### src/pkg/pisc_pkg.sv
// constants and types for the pixel input strap control block
// assumes a 100 MHz core clock and pins that arrive from outside it
//
// Function
// - with management off, the primary latch uses the rising pixel clock edge when the edge strap is high and the falling edge when it is low.
// - with management on, the shared edge/plug pin is a hot-plug detect monitor, not an edge selector.
// - with de-skew on, the sampling point moves in trim increments of one fixed step each.
// - with management off, a high de-skew strap enables de-skew and the three trim straps give the increment.
// - with management off and the de-skew strap low, de-skew is off and the default trim applies.
// - with management on, de-skew enable and trim come from software settings, not from the straps.
// - power-down is active low and halts everything but the pins and the management port.
// - with management off, the device follows the power-down pin, high for run, low for power-down.
// - with management on, a software power bit decides, and it reads power-down when management starts or is reset.
`default_nettype none

package pisc_pkg;

  // clock and trim step timing
  localparam int CLK_MHZ = 100;
  localparam int STEP_NS = 10;
  localparam int STEP_CYC_RAW = (STEP_NS * CLK_MHZ) / 1000;
  localparam int STEP_CYC = (STEP_CYC_RAW < 1) ? 1 : STEP_CYC_RAW;

  // register bus
  localparam int ADDR_W = 8;
  localparam int DATA_W = 32;
  localparam logic [7:0] OFS_CTRL = 8'h00;
  localparam logic [7:0] OFS_STATUS = 8'h04;
  localparam logic [7:0] OFS_IRQ_STAT = 8'h08;
  localparam logic [7:0] OFS_IRQ_MASK = 8'h0c;
  localparam logic [7:0] OFS_LATCH_CNT = 8'h10;

  // control register fields
  localparam int TRIM_W = 3;
  localparam int CTRL_PWR = 0;
  localparam int CTRL_DESKEW_ENABLE_STRAP = 1;
  localparam int CTRL_TRIM_LSB = 2;
  localparam int CTRL_RISE = 5;
  localparam int CTRL_MRST = 8;
  localparam logic [31:0] CTRL_RESET = 32'h0000_0020;
  localparam logic [31:0] CTRL_WMASK = 32'h0000_003f;
  localparam logic [2:0] DEFAULT_TRIM = 3'h3;

  // status register fields
  localparam int ST_SEL = 0;
  localparam int ST_HPD = 1;
  localparam int ST_PWR = 2;
  localparam int ST_DESKEW_ENABLE_STRAP = 3;
  localparam int ST_TRIM_LSB = 4;
  localparam int ST_RISE = 7;

  // interrupt bits
  localparam int IRQ_W = 3;
  localparam int IRQ_HPD = 0;
  localparam int IRQ_PWR = 1;
  localparam int IRQ_MODE = 2;

  // delay counter width, enough for 7 steps
  localparam int DLY_W = 8;

  typedef enum logic [0:0] {
    PISC_IDLE,
    PISC_WAIT
  } pisc_state_e;

endpackage

`default_nettype wire

### src/hdl/pisc_top.sv
// pixel input strap control: edge select, de-skew, power-down, hot plug
// assumes straps and pixel clock/data come from outside clk_i's domain
// and the register port is driven from logic on clk_i
//
// The address-and-strobe port and the register offsets were left to the implementer.
`default_nettype none

module pisc_top #(
  parameter int PIX_W = 24
) (
  // clock and reset
  input wire logic clk_i,
  input wire logic resetn_i,
  // strap and shared pins
  input wire logic host_control_select_i,
  input wire logic latch_edge_or_plug_detect_i,
  input wire logic deskew_enable_strap_i,
  input wire logic [pisc_pkg::TRIM_W-1:0] deskew_trim_strap_i,
  input wire logic powerdown_n_i,
  // pixel link
  input wire logic pixel_clock_pos_i,
  input wire logic [PIX_W-1:0] pixel_data_i,
  // register port
  input wire logic [pisc_pkg::ADDR_W-1:0] reg_addr_i,
  input wire logic [pisc_pkg::DATA_W-1:0] reg_wdata_i,
  input wire logic reg_wr_i,
  input wire logic reg_rd_i,
  output logic [pisc_pkg::DATA_W-1:0] reg_rdata_o,
  // latched pixels
  output logic [PIX_W-1:0] pixel_data_o,
  output logic pixel_valid_o,
  // effective configuration
  output logic latch_rising_o,
  output logic deskew_en_o,
  output logic [pisc_pkg::TRIM_W-1:0] deskew_trim_o,
  output logic power_on_o,
  output logic hot_plug_o,
  // interrupt
  output logic irq_o
);

  import pisc_pkg::*;

  // synchronised pins
  logic sel;
  logic edge_pin;
  logic deskew_enable_strap_pin;
  logic [TRIM_W-1:0] trim_pin;
  logic pd_n_pin;
  logic pclk;
  logic [PIX_W-1:0] pdata;

  // registers and local state
  logic [31:0] ctrl;
  logic [IRQ_W-1:0] irq_stat;
  logic [IRQ_W-1:0] irq_mask;
  logic [31:0] latch_cnt;
  logic sel_d;
  logic pclk_d;
  logic hpd_d;
  logic pwr_d;
  pisc_state_e state;
  logic [DLY_W-1:0] cnt;

  // combinational helpers
  logic wr_ctrl;
  logic wr_stat;
  logic wr_mask;
  logic rise_ev;
  logic fall_ev;
  logic edge_ev;
  logic [DLY_W-1:0] delay;
  logic [IRQ_W-1:0] ev;
  logic [31:0] status;
  logic capture;

  // straps pass the three-flop filter
  pisc_sync #(
    .W(4 + TRIM_W)
  ) u_strap_sync (
    .clk_i(clk_i),
    .resetn_i(resetn_i),
    .d_i({host_control_select_i, latch_edge_or_plug_detect_i,
          deskew_enable_strap_i, deskew_trim_strap_i, powerdown_n_i}),
    .q_o({sel, edge_pin, deskew_enable_strap_pin, trim_pin, pd_n_pin})
  );

  // clock and data share one filter so they keep the same latency
  pisc_sync #(
    .W(PIX_W + 1)
  ) u_pixel_sync (
    .clk_i(clk_i),
    .resetn_i(resetn_i),
    .d_i({pixel_clock_pos_i, pixel_data_i}),
    .q_o({pclk, pdata})
  );

  // register write decode
  assign wr_ctrl = reg_wr_i && (reg_addr_i == OFS_CTRL);
  assign wr_stat = reg_wr_i && (reg_addr_i == OFS_IRQ_STAT);
  assign wr_mask = reg_wr_i && (reg_addr_i == OFS_IRQ_MASK);

  // management enable history, used for the start-up default
  always_ff @(posedge clk_i)
  begin
    if (!resetn_i)
    begin
      sel_d <= 1'b0;
    end
    else
    begin
      sel_d <= sel;
    end
  end

  // control register: reloads on management start or a reset write,
  // so power reads as down until software sets it again
  always_ff @(posedge clk_i)
  begin
    if (!resetn_i)
    begin
      ctrl <= CTRL_RESET;
    end
    else if (sel && !sel_d)
    begin
      ctrl <= CTRL_RESET;
    end
    else if (wr_ctrl && reg_wdata_i[CTRL_MRST])
    begin
      ctrl <= CTRL_RESET;
    end
    else if (wr_ctrl)
    begin
      ctrl <= reg_wdata_i & CTRL_WMASK;
    end
  end

  // effective configuration: software when managed, straps otherwise; hot plug follows the shared pin when managed and is low otherwise
  always_ff @(posedge clk_i)
  begin
    if (!resetn_i)
    begin
      latch_rising_o <= 1'b1;
      deskew_en_o <= 1'b0;
      deskew_trim_o <= DEFAULT_TRIM;
      power_on_o <= 1'b0;
      hot_plug_o <= 1'b0;
    end
    else if (sel)
    begin
      // strap levels of de-skew and power-down play no part here
      latch_rising_o <= ctrl[CTRL_RISE];
      deskew_en_o <= ctrl[CTRL_DESKEW_ENABLE_STRAP];
      deskew_trim_o <= ctrl[CTRL_DESKEW_ENABLE_STRAP] ?
        ctrl[CTRL_TRIM_LSB +: TRIM_W] : DEFAULT_TRIM;
      power_on_o <= ctrl[CTRL_PWR];
      hot_plug_o <= edge_pin;
    end
    else
    begin
      latch_rising_o <= edge_pin;
      deskew_en_o <= deskew_enable_strap_pin;
      deskew_trim_o <= deskew_enable_strap_pin ? trim_pin : DEFAULT_TRIM;
      power_on_o <= pd_n_pin;
      hot_plug_o <= 1'b0;
    end
  end

  // pixel clock edges, found on the filtered copy
  always_ff @(posedge clk_i)
  begin
    if (!resetn_i)
    begin
      pclk_d <= 1'b0;
    end
    else
    begin
      pclk_d <= pclk;
    end
  end

  assign rise_ev = pclk && !pclk_d;
  assign fall_ev = !pclk && pclk_d;
  assign edge_ev = latch_rising_o ? rise_ev : fall_ev;

  // sampling point sits trim steps after the chosen edge
  assign delay = DLY_W'(deskew_trim_o) * DLY_W'(STEP_CYC);

  // latch sequencer; a new edge while waiting is dropped, which is
  // safe as long as the pixel period exceeds the longest trim
  always_ff @(posedge clk_i)
  begin
    if (!resetn_i)
    begin
      state <= PISC_IDLE;
      cnt <= '0;
    end
    else
    begin
      case (state)
        PISC_IDLE:
        begin
          if (edge_ev && power_on_o && (delay != '0))
          begin
            state <= PISC_WAIT;
            cnt <= delay;
          end
        end
        PISC_WAIT:
        begin
          if (!power_on_o || (cnt <= DLY_W'(1)))
          begin
            state <= PISC_IDLE;
          end
          cnt <= cnt - DLY_W'(1);
        end
        default:
        begin
          state <= PISC_IDLE;
        end
      endcase
    end
  end

  // capture moment: immediately for zero delay, else at count end
  always_comb
  begin
    capture = 1'b0;
    case (state)
      PISC_IDLE:
      begin
        capture = edge_ev && power_on_o && (delay == '0);
      end
      PISC_WAIT:
      begin
        capture = power_on_o && (cnt <= DLY_W'(1));
      end
      default:
      begin
        capture = 1'b0;
      end
    endcase
  end

  // primary latch; held still while powered down
  always_ff @(posedge clk_i)
  begin
    if (!resetn_i)
    begin
      pixel_data_o <= '0;
      pixel_valid_o <= 1'b0;
    end
    else
    begin
      pixel_valid_o <= capture;
      if (capture)
      begin
        pixel_data_o <= pdata;
      end
    end
  end

  // count of latched pixels, readable by software
  always_ff @(posedge clk_i)
  begin
    if (!resetn_i)
    begin
      latch_cnt <= '0;
    end
    else if (capture)
    begin
      latch_cnt <= latch_cnt + 32'h1;
    end
  end

  // history for the interrupt events
  always_ff @(posedge clk_i)
  begin
    if (!resetn_i)
    begin
      hpd_d <= 1'b0;
      pwr_d <= 1'b0;
    end
    else
    begin
      hpd_d <= hot_plug_o;
      pwr_d <= power_on_o;
    end
  end

  // events: hot-plug change, power change, management mode change
  always_comb
  begin
    ev = '0;
    ev[IRQ_HPD] = hot_plug_o != hpd_d;
    ev[IRQ_PWR] = power_on_o != pwr_d;
    ev[IRQ_MODE] = sel != sel_d;
  end

  // sticky status, write one to clear; a new event beats the clear
  always_ff @(posedge clk_i)
  begin
    if (!resetn_i)
    begin
      irq_stat <= '0;
    end
    else
    begin
      irq_stat <= (irq_stat & ~(wr_stat ? reg_wdata_i[IRQ_W-1:0] : '0))
        | ev;
    end
  end

  // interrupt mask
  always_ff @(posedge clk_i)
  begin
    if (!resetn_i)
    begin
      irq_mask <= '0;
    end
    else if (wr_mask)
    begin
      irq_mask <= reg_wdata_i[IRQ_W-1:0];
    end
  end

  // level interrupt, one cycle behind the status bits
  always_ff @(posedge clk_i)
  begin
    if (!resetn_i)
    begin
      irq_o <= 1'b0;
    end
    else
    begin
      irq_o <= |(irq_stat & irq_mask);
    end
  end

  // live state word for software
  always_comb
  begin
    status = '0;
    status[ST_SEL] = sel;
    status[ST_HPD] = hot_plug_o;
    status[ST_PWR] = power_on_o;
    status[ST_DESKEW_ENABLE_STRAP] = deskew_en_o;
    status[ST_TRIM_LSB +: TRIM_W] = deskew_trim_o;
    status[ST_RISE] = latch_rising_o;
  end

  // read data for one cycle only; unmapped offsets read zero
  always_ff @(posedge clk_i)
  begin
    if (!resetn_i)
    begin
      reg_rdata_o <= '0;
    end
    else if (reg_rd_i)
    begin
      case (reg_addr_i)
        OFS_CTRL: reg_rdata_o <= ctrl;
        OFS_STATUS: reg_rdata_o <= status;
        OFS_IRQ_STAT: reg_rdata_o <= {{(32 - IRQ_W){1'b0}}, irq_stat};
        OFS_IRQ_MASK: reg_rdata_o <= {{(32 - IRQ_W){1'b0}}, irq_mask};
        OFS_LATCH_CNT: reg_rdata_o <= latch_cnt;
        default: reg_rdata_o <= '0;
      endcase
    end
    else
    begin
      reg_rdata_o <= '0;
    end
  end

endmodule

`default_nettype wire

### src/hdl/pisc_sync.sv
// three-stage pin synchroniser with agreement filter
// assumes inputs are asynchronous to clk_i
`default_nettype none

module pisc_sync #(
  parameter int W = 1
) (
  // clock and reset
  input wire logic clk_i,
  input wire logic resetn_i,
  // asynchronous in, filtered out
  input wire logic [W-1:0] d_i,
  output logic [W-1:0] q_o
);

  logic [W-1:0] s1;
  logic [W-1:0] s2;
  logic [W-1:0] s3;

  // s1 feeds only s2; a bit moves once s2 and s3 agree
  always_ff @(posedge clk_i)
  begin
    if (!resetn_i)
    begin
      s1 <= '0;
      s2 <= '0;
      s3 <= '0;
      q_o <= '0;
    end
    else
    begin
      s1 <= d_i;
      s2 <= s1;
      s3 <= s2;
      for (int i = 0; i < W; i++)
      begin
        if (s2[i] == s3[i])
        begin
          q_o[i] <= s3[i];
        end
      end
    end
  end

endmodule

`default_nettype wire

### config.mk
export PLATFORM = sky130hd
export DESIGN_NAME = pisc_top
export DESIGN_NICKNAME = d
export VERILOG_FILES = /design/src/pkg/pisc_pkg.sv /design/src/hdl/pisc_top.sv /design/src/hdl/pisc_sync.sv
export SDC_FILE = /design/constraint.sdc
export NUM_CORES = 1
export LEC_CHECK = 0
export BUFFER_PORTS_ARGS = -buffer_cell sky130_fd_sc_hd__buf_2
export CAP_MARGIN = 20
export CORE_MARGIN = 2
export CORE_UTILIZATION = 45
export CTS_CLUSTER_SIZE = 20
export DETAILED_ROUTE_END_ITERATION = 6
export PLACE_DENSITY = 0.66
export SLEW_MARGIN = 20
export SYNTH_ARGS = -nofsm -noshare
export SYNTH_HDL_FRONTEND = slang
export SYNTH_SLANG_ARGS = --single-unit
export TNS_END_PERCENT = 10
### constraint.sdc
create_clock -name clk_i -period 4.2 [get_ports clk_i]
set_input_delay 0.42 -clock clk_i [delete_from_list [all_inputs] [get_ports clk_i]]
set_output_delay 0.42 -clock clk_i [all_outputs]
set_load 0.005 [all_outputs]
=== Word level (Yosys, flattened, before mapping) ===
Cells that the tools add are included.

* Add/sub/neg operators: 2
* Magnitude comparators: 1
* Eq/ne operators: 40
* Muxes and demuxes: 15
* Bitwise gates (word level): 6
* Reduce and logical (&&, ||, !) cells: 23

{| class="wikitable"
|+ Operators by type and width
! kind !! number
|-
| case mux 32 bit (5 select lines) || 1
|-
| adder 32 x 1 -> 32 bit, second input constant || 1
|-
| == test 1 bit || 32
|-
| == test 8 x 4 -> 1 bit, second input constant || 2
|-
| zero test 8 bit || 2
|-
| case mux 8 bit (2 select lines) || 1
|-
| two-way mux 3 bit || 4
|-
| logical AND 1 bit || 11
|-
| == test 8 x 3 -> 1 bit, second input constant || 1
|-
| == test 8 x 5 -> 1 bit, second input constant || 1
|-
| less-or-equal comparator 8 x 1 -> 1 bit, second input constant || 1
|-
| two-way mux 8 bit || 1
|-
| nonzero test 8 bit || 1
|-
| subtractor 8 x 1 -> 8 bit, second input constant || 1
|-
| bitwise AND 3 bit || 2
|-
| two-way mux 1 bit || 6
|-
| OR reduction 3 bit || 2
|-
| zero test 1 bit || 4
|-
| case mux 1 bit (2 select lines) || 2
|-
| AND reduction 2 bit || 2
|-
| != test 1 bit || 3
|-
| inverter 3 bit || 1
|-
| OR 3 bit || 1
|-
| != test 2 bit, second input constant || 1
|-
| other kinds (2) || 3
|}

* Flip-flop bits (word level): 250
* Bits of input ports: 76
* Output and inout bits: 65
* Logic and storage cells: 144

=== Longest topological paths before layout ===
* Depth in word-level cells: 7
* Gate-level depth with buffers: 9
* Mapped depth without buffers: 7

=== Modules after synthesis ===
Synthesis repeated with hierarchy kept, for this count alone.

* Cells, all modules: 882
* Area, all modules: 8843.5 um^2

{| class="wikitable"
|+ By module, submodules not included
! module !! times used !! cells each !! area each (um^2) !! seq. area each (um^2)
|-
| pisc_top || 1 || 549 || 5027.3 || 2442.3
|-
| pisc_sync at u_pixel_sync || 1 || 261 || 2987.9 || 2001.9
|-
| pisc_sync at u_strap_sync || 1 || 72 || 828.3 || 560.5
|}

=== Worst setup path before layout ===
No wires, ideal clock.

* Kind: input -> register
* Start: input port reg_addr_i[5] (netlist name)
* End: register ctrl[5]
* Setup time: 119 ps
* Arrival time: 2088 ps
* Required time: 4081 ps
* Setup slack: 1993 ps
* Stages: 6
* Buffers on the path: 1
* Cells stage by stage: or4_1 nor3_1 and3_1 clkbuf_1 nor3b_1 o21bai_1

* Cells in the longest elaborated chain, start to end: 4

{| class="wikitable"
|+ Ends and longest elaborated chain
! item !! line !! RTL
|-
| from (decl) || pisc_top.sv:24 || <nowiki>input wire logic [pisc_pkg::ADDR_W-1:0] reg_addr_i,</nowiki>
|-
| zero test 8 bit * || pisc_top.sv:99 || <nowiki>assign wr_ctrl = reg_wr_i && (reg_addr_i == OFS_CTRL);</nowiki>
|-
| logical AND 1 bit * || pisc_top.sv:99 ||
|-
| logical AND 1 bit || pisc_top.sv:128 || <nowiki>else if (wr_ctrl && reg_wdata_i[CTRL_MRST])</nowiki>
|-
| OR reduction 3 bit (no source line) || n/a ||
|-
| to (signal assigned) || pisc_top.sv:134 || <nowiki>ctrl <= reg_wdata_i & CTRL_WMASK;</nowiki>
|-
| to (decl) || pisc_top.sv:54 || <nowiki>logic [31:0] ctrl;</nowiki>
|}

Mark *: on every way between the ends. The rest lies on a longest branch, timed or not.
A chain may end at the register's enable or synchronous reset.

=== Worst setup path in the final report ===
* Start: register power_on_o
* End: register latch_cnt[13]

* Cells in the longest elaborated chain, start to end: 3
* Elaborated cells on any way between the ends: 4
* Those cells by class: 1 x mux; 3 x reduce/logical

{| class="wikitable"
|+ Ends and longest elaborated chain
! item !! line !! RTL
|-
| from (decl) || pisc_top.sv:36 || <nowiki>output logic power_on_o,</nowiki>
|-
| from (signal assigned) || pisc_top.sv:156 || <nowiki>power_on_o <= ctrl[CTRL_PWR];</nowiki>
|-
| from (signal assigned) || pisc_top.sv:164 || <nowiki>power_on_o <= pd_n_pin;</nowiki>
|-
| logical AND 1 bit (2 in series) || pisc_top.sv:232 || <nowiki>capture = edge_ev && power_on_o && (delay == '0);</nowiki>
|-
| case mux 1 bit (2 select lines) * || pisc_top.sv:229 || <nowiki>case (state)</nowiki>
|-
| to (signal assigned) || pisc_top.sv:272 || <nowiki>latch_cnt <= latch_cnt + 32'h1;</nowiki>
|-
| to (decl) || pisc_top.sv:57 || <nowiki>logic [31:0] latch_cnt;</nowiki>
|}

Marked as above.

==> qor.json <==
{
  "run_status": {"value": "finished, final reports clean"},
  "synth_edf_count": {"value": 0},
  "finalHoldWorstSlack": {"value": 0.1039, "unit": "ns"},
  "start_util": {"value": 45.96, "unit": "%"},
  "sequential_area_share_after_synthesis": {"value": 58.02, "unit": "%"},
  "worst_r2r_startpoint": {"value": "power_on_o"},
  "htree_levels": {"value": 1},
  "design.final.nets": {"value": 1068},
  "synth_flop_cell": {"value": "sky130_fd_sc_hd__dfxtp_1"},
  "period_minus_slack": {"value": 2.633, "unit": "ns"},
  "place.port_buffers": {"value": 115},
  "finalMaxSlewViolations": {"value": 0},
  "worst-slew-pin-transition": {"value": 0.9994, "unit": "ns"},
  "final_worst_path_cycle_share": {"value": 62.69, "unit": "%"},
  "grt_first_pass_wirelength": {"value": 27610, "unit": "um"},
  "ioPinCount": {"value": 141},
  "tritoncts": {"value": "yes"},
  "grt_use_total": {"value": 16.38, "unit": "%"},
  "max_freq": {"value": 0.3798, "unit": "GHz"},
  "ys_top_cells_by_count": {"value": "sky130_fd_sc_hd__dfxtp_1 (250), sky130_fd_sc_hd__and2_1 (127), sky130_fd_sc_hd__nand2_1 (101)"},
  "critPathMaxFanout": {"value": 14},
  "syn_area": {"value": 8626, "unit": "sq um"},
  "place_congestion": {"value": 0.8107},
  "num_vias": {"value": 6197},
  "synthTopCellsByArea": {"value": "sky130_fd_sc_hd__dfxtp_1 (58%), sky130_fd_sc_hd__and2_1 (9.2%), sky130_fd_sc_hd__a21oi_1 (4.9%)"},
  "post_route_cells_drive_above_1_share": {"value": 17.96, "unit": "%"},
  "synth_cells": {"value": 883},
  "timing.clock.skew": {"value": 0.01300, "unit": "ns"},
  "timing.hold.worst.class": {"value": "input port to flop"},
  "chip_height": {"value": 142.5, "unit": "um"},
  "post_synth.cell_area_avg": {"value": 9.769, "unit": "sq um"},
  "hold_viol_final": {"value": 0},
  "die-area": {"value": 20290, "unit": "sq um"},
  "cts.root.buffer_cell": {"value": "sky130_fd_sc_hd__clkbuf_16"},
  "critical_path_required": {"value": 4.65, "unit": "ns"},
  "irDropWorstVdd": {"value": 0.0003015, "unit": "V"},
  "area_delta_synth_final": {"value": 18.36, "unit": "%"},
  "synth.net_count": {"value": 963},
  "detailed_place_hpwl": {"value": 10280, "unit": "um"},
  "wl_per_cell": {"value": 13.31, "unit": "um"},
  "power_density": {"value": 464.6, "unit": "nW/um^2"},
  "report.final.setup_viol": {"value": 0},
  "cts_num_sinks": {"value": 250},
  "cts_hold_buffers": {"value": 0},
  "post-synth-top-area-cell": {"value": "sky130_fd_sc_hd__dfxtp_1"},
  "post_synth_num_cell_types": {"value": 54},
  "number_of_antenna_violations_at_the_first_check_in_global_routing": {"value": 0},
  "drc_errors": {"value": 0},
  "critPathKind": {"value": "flop to flop"},
  "synthesis.yosys.warnings": {"value": 0},
  "ys_ff_latch": {"value": 250},
  "placedCellCount": {"value": 1194},
  "grt.overflow.total": {"value": 0},
  "timing_startpoint_of_the_critical_path": {"value": "power_on_o"},
  "reg2reg_to": {"value": "latch_cnt[13]"},
  "timing.setup.tns": {"value": 0, "unit": "ns"},
  "routed_wl": {"value": 16530, "unit": "um"},
  "critPathCapture": {"value": "latch_cnt[13]"},
  "buffers_from_clock_root_to_sink_at_most": {"value": 3},
  "core": {"value": 18770, "unit": "sq um"},
  "static-leakage-power": {"value": 3.947, "unit": "nW"},
  "floorplan.die.width": {"value": 142.5, "unit": "um"},
  "grt_setup_unrepaired": {"value": "no"},
  "drt_pre_antenna_iters": {"value": 4},
  "drv_cap": {"value": 0},
  "vias_per_cell": {"value": 4.990},
  "end_kind": {"value": "flop"},
  "fillers": {"value": 1721},
  "placed_area": {"value": 9364, "unit": "sq um"},
  "synth.most_common_cell": {"value": "sky130_fd_sc_hd__dfxtp_1"},
  "drt_iter0_markers": {"value": 293},
  "antenna_left": {"value": 0},
  "timing.critical_path.from_type": {"value": "flop"},
  "post-route-cell-area": {"value": 10210, "unit": "sq um"},
  "antenna_cells": {"value": 0},
  "rr_worst_depth": {"value": 5},
  "clk_latency": {"value": 0.52, "unit": "ns"},
  "regToRegSetupSlack": {"value": 1.57, "unit": "ns"},
  "synth_top_cell_area_share": {"value": 58.02, "unit": "%"},
  "placementRows": {"value": 50},
  "share_of_flip_flops_with_an_asynchronous_set_or_reset": {"value": 0, "unit": "%"},
  "tritoncts.num_buffers": {"value": 26},
  "cts.clk_slew.worst_paths": {"value": 0.06, "unit": "ns"},
  "timing.critical_path.arrival": {"value": 3.08, "unit": "ns"},
  "grt_start_max_net_pins": {"value": 89},
  "postCtsSetupBuffers": {"value": 0},
  "postLayoutCoreUtil": {"value": 54.40, "unit": "%"},
  "post_layout_nonfiller_instances": {"value": 1242},
  "vias_in_the_first_global_route": {"value": 5757},
  "cts_repair_resize_count": {"value": 0},
  "timing.max_slew.rel_slack": {"value": 33.37, "unit": "%"}
}
==> critical path: stages (launching register included) <==
cell and delay [ns]:
sky130_fd_sc_hd__dfxtp_1 0.52, sky130_fd_sc_hd__or4bb_1 0.56, sky130_fd_sc_hd__a21oi_2 0.28, sky130_fd_sc_hd__o2111ai_1 0.43
sky130_fd_sc_hd__or4_1 0.62, sky130_fd_sc_hd__a21oi_1 0.15
==> layer usage <==
| metal | global-route usage, % | wire, um | vias up |
|---|---|---|---|
| li1 | - | - | 3219 |
| met1 | 21.74 | 7845 | 2857 |
| met2 | 27.23 | 7750 | 99 |
| met3 | 2.961 | 629 | 22 |
| met4 | 5.055 | 301 | 0 |
| met5 | 0 | 0 | - |
==> state kept, by name, indices dropped and copies added (netlist names), 8 cells and up <==
name,count
u_pixel_sync.s3,25
u_pixel_sync.s1,25
cnt,8
u_pixel_sync.s2,25
reg_rdata_o,32
latch_cnt,32
pixel_data_o,24
u_pixel_sync.q_o,25
==> final cells by class <==
class	instances	area [sq um]	area share [%]
repair buffers	120	613.1	6.005
flip-flops and latches	250	5005	49.02
well taps	234	292.8	2.868
clock buffers	39	770.7	7.549
inverters	11	41.29	0.4044
clock inverters	9	75.07	0.7353
multi-input cells	579	3412	33.42
==> stage by stage <==
step | total power [mW] | worst slack [ns]
floorplan | 2.528 | 1.993
global placement | 2.569 | 1.603
detailed placement | 2.572 | 1.567
CTS | 4.805 | 1.559
global route | 4.920 | 1.365
finish | 4.743 | 1.567
==> cells in the final DEF (no fill, tap or decap), drive strengths merged, types with 2 or more instances in the layout <==
cell type  instances
nor3               7
nand4              7
nor2              45
and4b              2
dfxtp            250
o2111ai           10
or4               13
a22oi              8
buf              120
a211oi             2
mux4               2
a21bo              3
clkinvlp           2
and3               8
o31ai              9
clkbuf            39
o32ai              2
ha                 4
mux2i              8
nand3b             7
or2                5
nor4               6
mux2               3
nand2b             8
o211ai             3
nand3             15
o21a               8
xnor2              7
nand2            101
or3                6
a21oi             86
clkinv             6
inv               11
xor2              10
o21ai             42
and2             128
==> worst min path at each step <==
stage	slack (ns)	cells past startpoint	start	to
2_1_floorplan	0.41	1	u_pixel_sync.s1[0]	u_pixel_sync.s2[0]
3_3_place_gp	0.41	1	u_pixel_sync.s1[10]	u_pixel_sync.s2[10]
3_5_place_dp	0.42	1	u_pixel_sync.s1[14]	u_pixel_sync.s2[14]
4_1_cts	0.09	2	deskew_trim_strap_i[1]	u_strap_sync.s1[2]
5_1_grt	0.1	2	pixel_data_i[14]	u_pixel_sync.s1[14]
6_report	0.10	2	deskew_enable_strap_i	u_strap_sync.s1[4]
==> power breakdown <==
part	total, mW	switching (mW)	leakage, nW	internal, mW
clock	2.23	0.898	0.415	1.33
combinational	0.0923	0.0513	1.50	0.0411
sequential	2.43	0.0148	2.03	2.41
==> cells by family after synthesis <==
logic type | synth area share, %
AND/OR/NAND/NOR | 22.95
XOR/XNOR | 1.726
flip-flops | 58.02
buffers and inverters | 2.422
adder cells (fa/ha/maj) | 0.5802
AO/OA/AOI/OAI | 12.46
multiplexers | 1.842
Power figures use the tool's default switching activity.
